`config.mk`:
```
export PLATFORM = sky130hd
export DESIGN_NAME = pmos_sequencer
export DESIGN_NICKNAME = d
export VERILOG_FILES = /design/src/core/pmos_pkg.sv /design/src/core/pmos_sequencer.sv /design/src/core/pmos_strobe_timer.sv
export SDC_FILE = /design/constraint.sdc
export NUM_CORES = 1
export LEC_CHECK = 0
export BUFFER_PORTS_ARGS = -buffer_cell sky130_fd_sc_hd__clkbuf_2
export CORE_MARGIN = 1
export CORE_UTILIZATION = 61
export CTS_CLUSTER_SIZE = 40
export DETAILED_ROUTE_END_ITERATION = 8
export HOLD_SLACK_MARGIN = 0.1
export PLACE_DENSITY = 0.82
export SLEW_MARGIN = 20
export SYNTH_ARGS = -nofsm -noshare
export SYNTH_HDL_FRONTEND = slang
export SYNTH_SLANG_ARGS = --single-unit
```
`constraint.sdc`:
```
create_clock -name clk -period 6.07 [get_ports clk]
set_clock_uncertainty 0.15 [all_clocks]
set_input_delay 1.214 -clock clk [delete_from_list [all_inputs] [get_ports clk]]
set_output_delay 1.214 -clock clk [all_outputs]
set_load 0.1 [all_outputs]
```
`src/core/pmos_pkg.sv`:
```
// pmos_pkg: shared constants and types for the paired monitor output sequencer
// assumes a single 200 MHz clock domain; analog quantities arrive as digital levels
`default_nettype none
package pmos_pkg;

  // ------------------------------------------------------------
  // register map (printed offsets, reached over the config port)
  // ------------------------------------------------------------
  localparam logic [7:0] PMOS_REG_CHAN_EN = 8'h04;
  localparam logic [7:0] PMOS_REG_PAIRING = 8'h05;
  localparam logic [7:0] PMOS_REG_SEQMODE = 8'h06;
  localparam logic [7:0] PMOS_CHAN_EN_RST = 8'hbf;
  localparam logic [7:0] PMOS_PAIRING_RST = 8'h00;
  localparam logic [7:0] PMOS_SEQMODE_RST = 8'h00;

  // field positions
  localparam int PMOS_SEQ_ALT_BIT     = 7;   // alternating reversed pass
  localparam int PMOS_SEQ_TMO_DIS_BIT = 6;   // timeout disable
  localparam int PMOS_PAIR_EN_BIT     = 0;   // paired operation on
  localparam int PMOS_PAIR_SECOND_BIT = 4;   // this device owns second slot

  // ------------------------------------------------------------
  // sequence geometry
  // ------------------------------------------------------------
  localparam int         PMOS_NUM_CHAN  = 4;
  localparam logic [3:0] PMOS_PASS_LEN  = 4'hb;   // steps per device pass
  localparam logic [5:0] PMOS_STEP_ZERO = 6'h00;
  localparam logic [5:0] PMOS_STEP_MAX  = 6'h2c;  // last step of a full alternating run

  // ------------------------------------------------------------
  // strobe timeout
  // ------------------------------------------------------------
  localparam int CLK_MHZ          = 200;
  localparam int STROBE_TMO_US    = 45;
  localparam int STROBE_TMO_CYC   = STROBE_TMO_US * CLK_MHZ;  // longest time rounds down

  // output selection codes
  typedef enum logic [3:0] {
    PMOS_SEL_BV1 = 4'h0, PMOS_SEL_SC1 = 4'h1, PMOS_SEL_BV2 = 4'h2, PMOS_SEL_SC2 = 4'h3,
    PMOS_SEL_BV3 = 4'h4, PMOS_SEL_SC3 = 4'h5, PMOS_SEL_BV4 = 4'h6, PMOS_SEL_SC4 = 4'h7,
    PMOS_SEL_AUX1 = 4'h8, PMOS_SEL_AUX2 = 4'h9, PMOS_SEL_RGND = 4'ha, PMOS_SEL_NONE = 4'hf
  } pmos_sel_t;

  // enable pin levels
  typedef enum logic [1:0] {
    PMOS_EN_ACTIVE  = 2'h0,
    PMOS_EN_FLOAT   = 2'h1,
    PMOS_EN_STANDBY = 2'h2
  } pmos_en_t;

  // what the differential output shows
  typedef struct packed {
    logic      drive;
    logic      reversed;
    pmos_sel_t sel;
  } pmos_out_t;

  // register write port
  typedef struct packed {
    logic       wr;
    logic [7:0] addr;
    logic [7:0] data;
  } pmos_cfg_wr_t;

endpackage
`default_nettype wire

```
`src/core/pmos_sequencer.sv`:
```
// pmos_sequencer: chooses what the shared differential output shows per step
// assumes strobe, enable pin and comparator results are synchronous to clk
// Contract
// - each device pass: bv/shunt for channels 1-4, aux1, aux2, reference ground.
// - step zero selects nothing; output stays high impedance.
// - paired: first device drives its pass, then second; slots never overlap.
// - alternating: reversed passes follow in turn, then wrap to channel 1 bus voltage.
// - bus valid held low until all used bus inputs exceed threshold.
// - only channels enabled in the channel mask count for bus valid.
// - skip low releases bus valid always; skip high in standby drives it low.
// - without supply and skip high, bus valid held low.
// - timeout on: strobe held over 45 us returns to step zero.
// - enable pin toggle resets sequence to step zero.
// - enable floating: sequence in reset, output hi-z; standby: sequence in reset, output hi-z, bus valid pulled low with skip high.
`timescale 1ns/10ps
`default_nettype none
module pmos_sequencer (
  // clock and reset
  input  wire logic                  clk,
  input  wire logic                  reset,
  // configuration register port
  input  wire pmos_pkg::pmos_cfg_wr_t cfgWr,
  input  wire logic [7:0]            cfgRdAddr,
  output logic [7:0]                 cfgRdData,
  // pins
  input  wire logic                  stepStrobe,
  input  wire pmos_pkg::pmos_en_t    enableLevel,
  input  wire logic                  supplyGood,
  input  wire logic                  skipPin,
  input  wire logic [3:0]            busAboveRef,
  // differential output, bus valid and step count
  output pmos_pkg::pmos_out_t        diffOut,
  output logic                       busValidOut,
  output logic                       busValidOe,
  output logic [5:0]                 stepCount
);
  import pmos_pkg::*;

  // ----------------------------------------------------------
  // configuration registers
  // ----------------------------------------------------------
  logic [7:0] chanEn_q, chanEn_d;
  logic [7:0] pairing_q, pairing_d;
  logic [7:0] seqMode_q, seqMode_d;

  // writes land on the printed offsets; other addresses are ignored
  always_comb begin
    chanEn_d  = chanEn_q;
    pairing_d = pairing_q;
    seqMode_d = seqMode_q;
    if (cfgWr.wr) begin
      case (cfgWr.addr)
        PMOS_REG_CHAN_EN: chanEn_d  = cfgWr.data;
        PMOS_REG_PAIRING: pairing_d = cfgWr.data;
        PMOS_REG_SEQMODE: seqMode_d = cfgWr.data;
        default: ;
      endcase
    end
  end

  always_ff @(posedge clk or posedge reset) begin
    if (reset) begin
      chanEn_q  <= PMOS_CHAN_EN_RST;
      pairing_q <= PMOS_PAIRING_RST;
      seqMode_q <= PMOS_SEQMODE_RST;
    end else begin
      chanEn_q  <= chanEn_d;
      pairing_q <= pairing_d;
      seqMode_q <= seqMode_d;
    end
  end

  // read back; unmapped offsets read zero
  always_ff @(posedge clk or posedge reset) begin
    if (reset) begin
      cfgRdData <= 8'h00;
    end else begin
      case (cfgRdAddr)
        PMOS_REG_CHAN_EN: cfgRdData <= chanEn_q;
        PMOS_REG_PAIRING: cfgRdData <= pairing_q;
        PMOS_REG_SEQMODE: cfgRdData <= seqMode_q;
        default:          cfgRdData <= 8'h00;
      endcase
    end
  end

  logic pairedMode, secondSlot, altMode, timeoutEn;
  assign pairedMode = pairing_q[PMOS_PAIR_EN_BIT];
  assign secondSlot = pairing_q[PMOS_PAIR_SECOND_BIT];
  assign altMode    = seqMode_q[PMOS_SEQ_ALT_BIT];
  assign timeoutEn  = !seqMode_q[PMOS_SEQ_TMO_DIS_BIT];

  // ----------------------------------------------------------
  // strobe edges and timeout
  // ----------------------------------------------------------
  logic strobeEdge, timeoutHit;

  pmos_strobe_timer u_timer (
    .clk        (clk),
    .reset      (reset),
    .stepStrobe (stepStrobe),
    .timeoutEn  (timeoutEn),
    .strobeEdge (strobeEdge),
    .timeoutHit (timeoutHit)
  );

  // ----------------------------------------------------------
  // step counter
  // ----------------------------------------------------------
  pmos_en_t   enPrev_q, enPrev_d;
  logic [5:0] step_q, step_d;
  logic [5:0] lastStep;
  logic       seqRun;

  // last step: 11 single, 22 paired, doubled again for the reversed pass
  always_comb begin
    lastStep = {2'b00, PMOS_PASS_LEN};
    if (pairedMode) begin
      lastStep = 6'({PMOS_PASS_LEN, 1'b0});
    end
    if (altMode) begin
      lastStep = 6'({lastStep, 1'b0});
    end
  end

  assign seqRun = (enableLevel == PMOS_EN_ACTIVE);

  always_comb begin
    enPrev_d = enableLevel;
    step_d   = step_q;
    if (!seqRun || enableLevel != enPrev_q) begin
      step_d = PMOS_STEP_ZERO;
    end else if (timeoutHit) begin
      step_d = PMOS_STEP_ZERO;
    end else if (strobeEdge) begin
      // every strobe counts, whoever owns the slot
      if (step_q >= lastStep) begin // also ends a run shortened mid-sequence
        step_d = 6'h01;
      end else begin
        step_d = step_q + 6'h01;
      end
    end
  end

  always_ff @(posedge clk or posedge reset) begin
    if (reset) begin
      enPrev_q <= PMOS_EN_ACTIVE; // no false toggle on the first edge after reset
      step_q   <= PMOS_STEP_ZERO;
    end else begin
      enPrev_q <= enPrev_d;
      step_q   <= step_d;
    end
  end

  assign stepCount = step_q;

  // ----------------------------------------------------------
  // slot decode
  // ----------------------------------------------------------
  // split the step into pass number and position within the pass
  logic [5:0] rel;
  logic [2:0] passIdx;
  logic       ownPass;
  pmos_out_t  out_d;

  always_comb begin
    rel     = 6'h00;
    passIdx = 3'h0;
    out_d   = '{drive: 1'b0, reversed: 1'b0, sel: PMOS_SEL_NONE};
    if (step_q != PMOS_STEP_ZERO && seqRun) begin
      rel = step_q - 6'h01;
      while_pass: begin
        if (rel >= 6'({PMOS_PASS_LEN, 1'b0}) + 6'({2'b00, PMOS_PASS_LEN})) begin
          rel = rel - 6'({PMOS_PASS_LEN, 1'b0}) - 6'({2'b00, PMOS_PASS_LEN});
          passIdx = 3'h3;
        end else if (rel >= 6'({PMOS_PASS_LEN, 1'b0})) begin
          rel = rel - 6'({PMOS_PASS_LEN, 1'b0});
          passIdx = 3'h2;
        end else if (rel >= {2'b00, PMOS_PASS_LEN}) begin
          rel = rel - {2'b00, PMOS_PASS_LEN};
          passIdx = 3'h1;
        end
      end
      if (pairedMode) begin
        ownPass        = passIdx[0] == secondSlot;
        out_d.reversed = passIdx[1];
      end else begin
        ownPass        = 1'b1;
        out_d.reversed = passIdx[0];
      end
      out_d.drive = ownPass;
      out_d.sel   = ownPass ? pmos_sel_t'(rel[3:0]) : PMOS_SEL_NONE;
    end else begin
      ownPass = 1'b0;
    end
  end

  // output is registered; hi-z is shown by drive low
  always_ff @(posedge clk or posedge reset) begin
    if (reset) begin
      diffOut <= '{drive: 1'b0, reversed: 1'b0, sel: PMOS_SEL_NONE};
    end else begin
      diffOut <= out_d;
    end
  end

  // ----------------------------------------------------------
  // bus valid flag
  // ----------------------------------------------------------
  // comparator keeps working in float mode; standby with skip high pulls low
  logic allValid, pullLow_d, pullLow_q;

  always_comb begin
    allValid  = &(busAboveRef | ~chanEn_q[PMOS_NUM_CHAN-1:0]);
    pullLow_d = 1'b0;
    if (skipPin) begin
      if (!supplyGood) begin
        pullLow_d = 1'b1;
      end else if (enableLevel == PMOS_EN_STANDBY) begin
        pullLow_d = 1'b1;
      end else begin
        pullLow_d = !allValid;
      end
    end
  end

  always_ff @(posedge clk or posedge reset) begin
    if (reset) begin
      pullLow_q <= 1'b0;
    end else begin
      pullLow_q <= pullLow_d;
    end
  end

  // open drain: only ever drives zero
  assign busValidOut = 1'b0;
  assign busValidOe  = pullLow_q;

endmodule
`default_nettype wire

```
`src/core/pmos_strobe_timer.sv`:
```
// pmos_strobe_timer: edge detect and level-hold timeout on the step strobe
// assumes the strobe is already synchronous to clk
`timescale 1ns/10ps
`default_nettype none
module pmos_strobe_timer (
  // clock and reset
  input  wire logic clk,
  input  wire logic reset,
  // strobe and control
  input  wire logic stepStrobe,
  input  wire logic timeoutEn,
  // events
  output logic      strobeEdge,
  output logic      timeoutHit
);
  import pmos_pkg::*;

  logic        strobe_q,  strobe_d;
  logic [15:0] holdCnt_q, holdCnt_d;
  logic        fired_q,   fired_d;

  // ----------------------------------------------------------
  // hold counter
  // ----------------------------------------------------------
  // fires once per held level so a stuck strobe does not reset forever
  always_comb begin
    strobe_d   = stepStrobe;
    strobeEdge = stepStrobe ^ strobe_q;
    holdCnt_d  = holdCnt_q;
    fired_d    = fired_q;
    timeoutHit = 1'b0;
    if (strobeEdge) begin
      holdCnt_d = 16'h0000;
      fired_d   = 1'b0;
    end else if (!fired_q) begin
      if (holdCnt_q == 16'(STROBE_TMO_CYC - 1)) begin
        timeoutHit = timeoutEn;
        fired_d    = 1'b1;
      end else begin
        holdCnt_d = holdCnt_q + 16'h0001;
      end
    end
  end

  always_ff @(posedge clk or posedge reset) begin
    if (reset) begin
      strobe_q  <= 1'b0;
      holdCnt_q <= 16'h0000;
      fired_q   <= 1'b0;
    end else begin
      strobe_q  <= strobe_d;
      holdCnt_q <= holdCnt_d;
      fired_q   <= fired_d;
    end
  end

endmodule
`default_nettype wire

```
==> Word-level counts from Yosys, hierarchy flattened <==
Index checks and enable logic that the tools add are counted.
{ "classes": {"muxes": 31, "eq_ne": 12, "bitwise": 3, "n_reduce_logical": 13, "add_sub_neg": 6, "n_lt_le_gt_ge": 4} }
{ "ops": {"columns": ["operator", "n"], "rows": [
  ["== test 8 x 3 -> 1 bit, second input constant", 6],
  ["2-to-1 mux 16 bit", 3],
  ["2-to-1 mux 6 bit", 6],
  ["one-hot mux 8 bit (3 select lines)", 1],
  ["adder 16 x 1 -> 16 bit, second input constant", 1],
  ["== test 16 x 14 -> 1 bit, second input constant", 1],
  ["2-to-1 mux 4 bit", 4],
  ["2-to-1 mux 1 bit", 13],
  ["AND reduction 2 bit", 4],
  ["subtractor 4 bit, second input constant", 2],
  ["adder 6 x 1 -> 6 bit, second input constant", 1],
  [">= comparator 6 x 4 -> 1 bit, second input constant", 1],
  [">= comparator 6 x 5 -> 1 bit, second input constant", 1],
  [">= comparator 6 bit", 1],
  [">= comparator 6 bit, second input constant", 1],
  ["2-to-1 mux 2 bit", 3],
  ["nonzero test 6 bit", 1],
  ["subtractor 6 x 1 -> 6 bit, second input constant", 1],
  ["2-to-1 mux 5 bit", 1],
  ["inequality test 2 bit, second input constant", 2],
  ["inverter 4 bit", 1],
  ["bitwise OR 4 bit", 1],
  ["AND reduction 4 bit", 1],
  ["subtractor 4 x 3 -> 4 bit, second input constant", 1],
  ["other kinds (9)", 11]
]} }
{ "totals": {"input_bits": 36, "regBits": 65, "out_inout_bits": 22} }

==> Longest topological paths before layout <==
{ "logic_depth": {"word_depth": 11, "ltp_mapped": 11, "ltp_nobuf": 10} }

==> Hierarchy <==
From an unflattened synthesis, not the netlist that was laid out.
{ "unflattened": {"cells_unflattened": 363, "hier_area_um2": 3653.5} }
{ "by_module_without_submodules": {"columns": ["mod", "n_inst", "cells_per_inst", "area_per_inst_um2"], "rows": [
  ["pmos_sequencer", 1, 269, 2717.6],
  ["pmos_strobe_timer", 1, 94, 935.9]
]} }

==> Worst setup path after synthesis <==
Ideal clock, no wire load.
{ "synth_timing": {"path_type": "flip-flop to flip-flop", "start": "register step_q[0] (netlist: stepCount[0])", "end": "register diffOut[3] (netlist name)", "stages_incl_launch_ff": 12, "setup_slack_ns": 2.673, "arrival_time_ns": 3.165, "period_less_slack_ns": 3.397, "path_cell_list": "dfrtp_1 -> inv_1 -> ha_1 -> buf_2 -> xor2_1 -> ha_1 -> xor2_1 -> xnor2_1 -> xnor2_1 -> nor3_1 -> o22ai_1 -> a211o_1"} }
{ "synth_rtl": {"columns": ["element", "line_no", "rtl"], "rows": [
  ["start: declaration", "pmos_sequencer.sv:111", "logic [5:0] step_q, step_d;"],
  ["start signal: assignment", "pmos_sequencer.sv:151", "step_q <= step_d;"],
  ["end signal: assignment", "pmos_sequencer.sv:201", "diffOut <= '{drive: 1'b0, reversed: 1'b0, sel: PMOS_SEL_NONE};"],
  ["end signal: assignment", "pmos_sequencer.sv:203", "diffOut <= out_d;"],
  ["end: declaration", "pmos_sequencer.sv:32", "output pmos_pkg::pmos_out_t diffOut,"]
]} }

==> results.json <==
{
  "grt_pass1_vias": 2787,
  "use_met3": 0.05862,
  "r2r-start": "stepCount[0]",
  "cts_root_buf": "clkbuf_8",
  "setup_tns_ps": 0,
  "final-hold-violation-count": 0,
  "core_sq_um": 5608,
  "ys_seq_area_frac": 0.4557,
  "io-pin-count": 58,
  "synth_cell_types": 65,
  "min_from": "pairing_q[5]",
  "drc": 0,
  "hold_class": "flop to flop",
  "vias": 2828,
  "gp_congestion": 0.8715,
  "grt_setup_unrepaired": "no",
  "grt_max_degree": 66,
  "period_minus_slack_ps": 3046,
  "status": "completed",
  "crit_fanout": 12,
  "post_cts_resized": 0,
  "fp.dieW_um": 78.82,
  "start_util": 0.6419,
  "top_usage_layer": "met2",
  "post-place-ws_ps": 3031,
  "antenna_found_initial": 0,
  "rows": 27,
  "grt_overflow": 0,
  "setup_slack_ps": 3024,
  "syn_to_final_growth_pct": 15.43,
  "maxCapViolCount": 0,
  "wl_per_cell_um": 15.29,
  "max_slew.worst_pin.slew_ps": 798.0,
  "avgViaCountPerCell": 5.843,
  "io_buffers": 56,
  "cts_max_path_buffers": 2,
  "ys_ff_latch": 65,
  "ctsHoldBuffers": 0,
  "ir_worst_vdd_mv": 0.1528,
  "syn_nets": 404,
  "yosys-top-cells-area": "dfrtp_1 (38%), dfstp_2 (8.0%), ha_1 (6.3%)",
  "layout_commonest_cell": "clkbuf_2",
  "fin_nets": 461,
  "met1_usage": 0.3384,
  "netlist_area_sq_um": 3600,
  "hold_ws_ps": 363.5,
  "final_cell_mix": "clkbuf_2 (56), dfrtp_1 (54), nor2_1 (42)",
  "critPathLaunch": "stepCount[0]",
  "synth_edf_count": 0,
  "cts_setup_buffers": 0,
  "die_area_sq_um": 6213,
  "synthFlopType": "dfrtp_1",
  "syn_avg_cell_area_sq_um": 10.28,
  "gr-usage-met2": 0.4417,
  "cp.required_ps": 6190,
  "relSlewSlack": 0.4680,
  "htree_levels": 3,
  "setup_viol": 0,
  "fill_cells": 435,
  "max_freq_mhz": 328.3,
  "drive_above_1_share": 0.2840,
  "cts_tree": "yes",
  "crit_path_end_kind": "flop",
  "die_h_um": 78.82,
  "finalInstanceArea_sq_um": 4155,
  "leakagePower_nw": 2.044,
  "grt_usage": 0.2665,
  "yosys_warnings": 0,
  "numCtsBuffers": 9,
  "cts.sinks": 65,
  "dpl_cell_area_sq_um": 3928,
  "syn_inst": 350,
  "start_kind": "flop",
  "synth_top_area_share": 0.3754,
  "totalWireLength_mm": 7.402,
  "insertedDiodeCount": 0,
  "antenna_left": 0,
  "final.period_utilization": 0.5018,
  "path_clk_slew_ps": 70,
  "stdcell_count": 484,
  "dp_hpwl_mm": 5.059,
  "place_inst": 468,
  "drtIter0Drc": 176,
  "synth_top_area_cell": "dfrtp_1",
  "worstPathArrival_ps": 3160,
  "synthArstFlopShare": 1.000,
  "maxSlewViolCount": 0,
  "p_per_area_nw_per_um2": 232.0,
  "clock_latency_ps": 340,
  "crit_type": "flop to flop",
  "drt-pass1-iter-count": 5,
  "grt_pass1_wl_mm": 12.66
}
## worst max-delay path, cell delays in order (launching register included)
cell and delay (ps):
dfrtp_1 520, inv_1 350, ha_1 400, xor2_1 300, ha_1 220, xor2_1 200, xnor2_1 190, xnor2_1 120
nor3_1 140, o22ai_1 110, a211o_1 270
## cells by family (layout without fill, tap and decap cells)
| family | after synthesis | in the layout | share of synthesized area |
|---|---|---|---|
| AND/OR/NAND/NOR | 121 | 121 | 0.1776 |
| AO/OA/AOI/OAI | 65 | 65 | 0.1296 |
| buffers and inverters | 30 | 92 | 0.03580 |
| adder cells (fa/ha/maj) | 18 | 18 | 0.06257 |
| other | 1 | 1 | 0.001042 |
| flip-flops | 65 | 65 | 0.4557 |
| XOR/XNOR | 23 | 23 | 0.05596 |
| multiplexers | 27 | 27 | 0.08168 |
## power by group
group / total (mW) / internal (mW) / switching, mW / leakage [nW]
clock network: 0.416 / 0.244 / 0.172 / 0.113
logic: 0.0884 / 0.0340 / 0.0544 / 1.08
registers: 0.460 / 0.449 / 0.0108 / 0.850
total: 0.964 / 0.727 / 0.237 / 2.04
## worst paths after layout
kind                            cells after the start  slack [ps]                    to
worst max-delay path                               10        3020            diffOut[3]
worst min-delay path                                1         360          pairing_q[5]
worst max register to register                     10        3020            diffOut[3]
worst min register to register                      1         360          pairing_q[5]
max in group asynchronous                           3        4310  u_timer.holdCnt_q[7]
min in group asynchronous                           3         930            diffOut[4]
## metrics by stage
stage / utilization / power, mW
floorplan: - / 0.5255
global placement: 0.7004 / 0.5516
detailed placement: 0.7004 / 0.5557
CTS: 0.7410 / 0.9707
global route: 0.7410 / 1.007
finish: 0.7410 / 0.9641
## cell usage after synthesis, types with 9 or more instances
cell type	number
a21oi_1	15
dfrtp_1	54
dfstp_2	11
ha_1	18
inv_1	17
mux2_2	19
nand2_1	20
nand3_1	9
nor2_1	42
o21ai_0	11
xor2_1	15
## cell type report
| cell class | instances | area, sq um | area share |
|---|---|---|---|
| Multi-Input combinational cell | 255 | 1831 | 0.4405 |
| Clock buffer | 10 | 137.6 | 0.03312 |
| Sequential cell | 65 | 1640 | 0.3948 |
| Tap cell | 72 | 90.09 | 0.02168 |
| Clock inverter | 6 | 90.09 | 0.02168 |
| Timing Repair Buffer | 59 | 302.8 | 0.07287 |
| Inverter | 17 | 63.81 | 0.01536 |
## sequential cells by signal (all words and copies together), names as in the netlist
name,count
cfgRdData,8
u_timer.strobe_q,1
seqMode_q,8
enPrev_q,2
chanEn_q,8
pairing_q,8
diffOut,6
u_timer.fired_q,1
stepCount,6
busValidOe,1
u_timer.holdCnt_q,16
## routing by layer
metal	up-vias	part of all wire
met4	0	0.010
li1	1365	-
met2	64	0.52
met5	-	0
met3	6	0.043
met1	1393	0.42
Note: power is estimated with default switching activity, not from simulation.
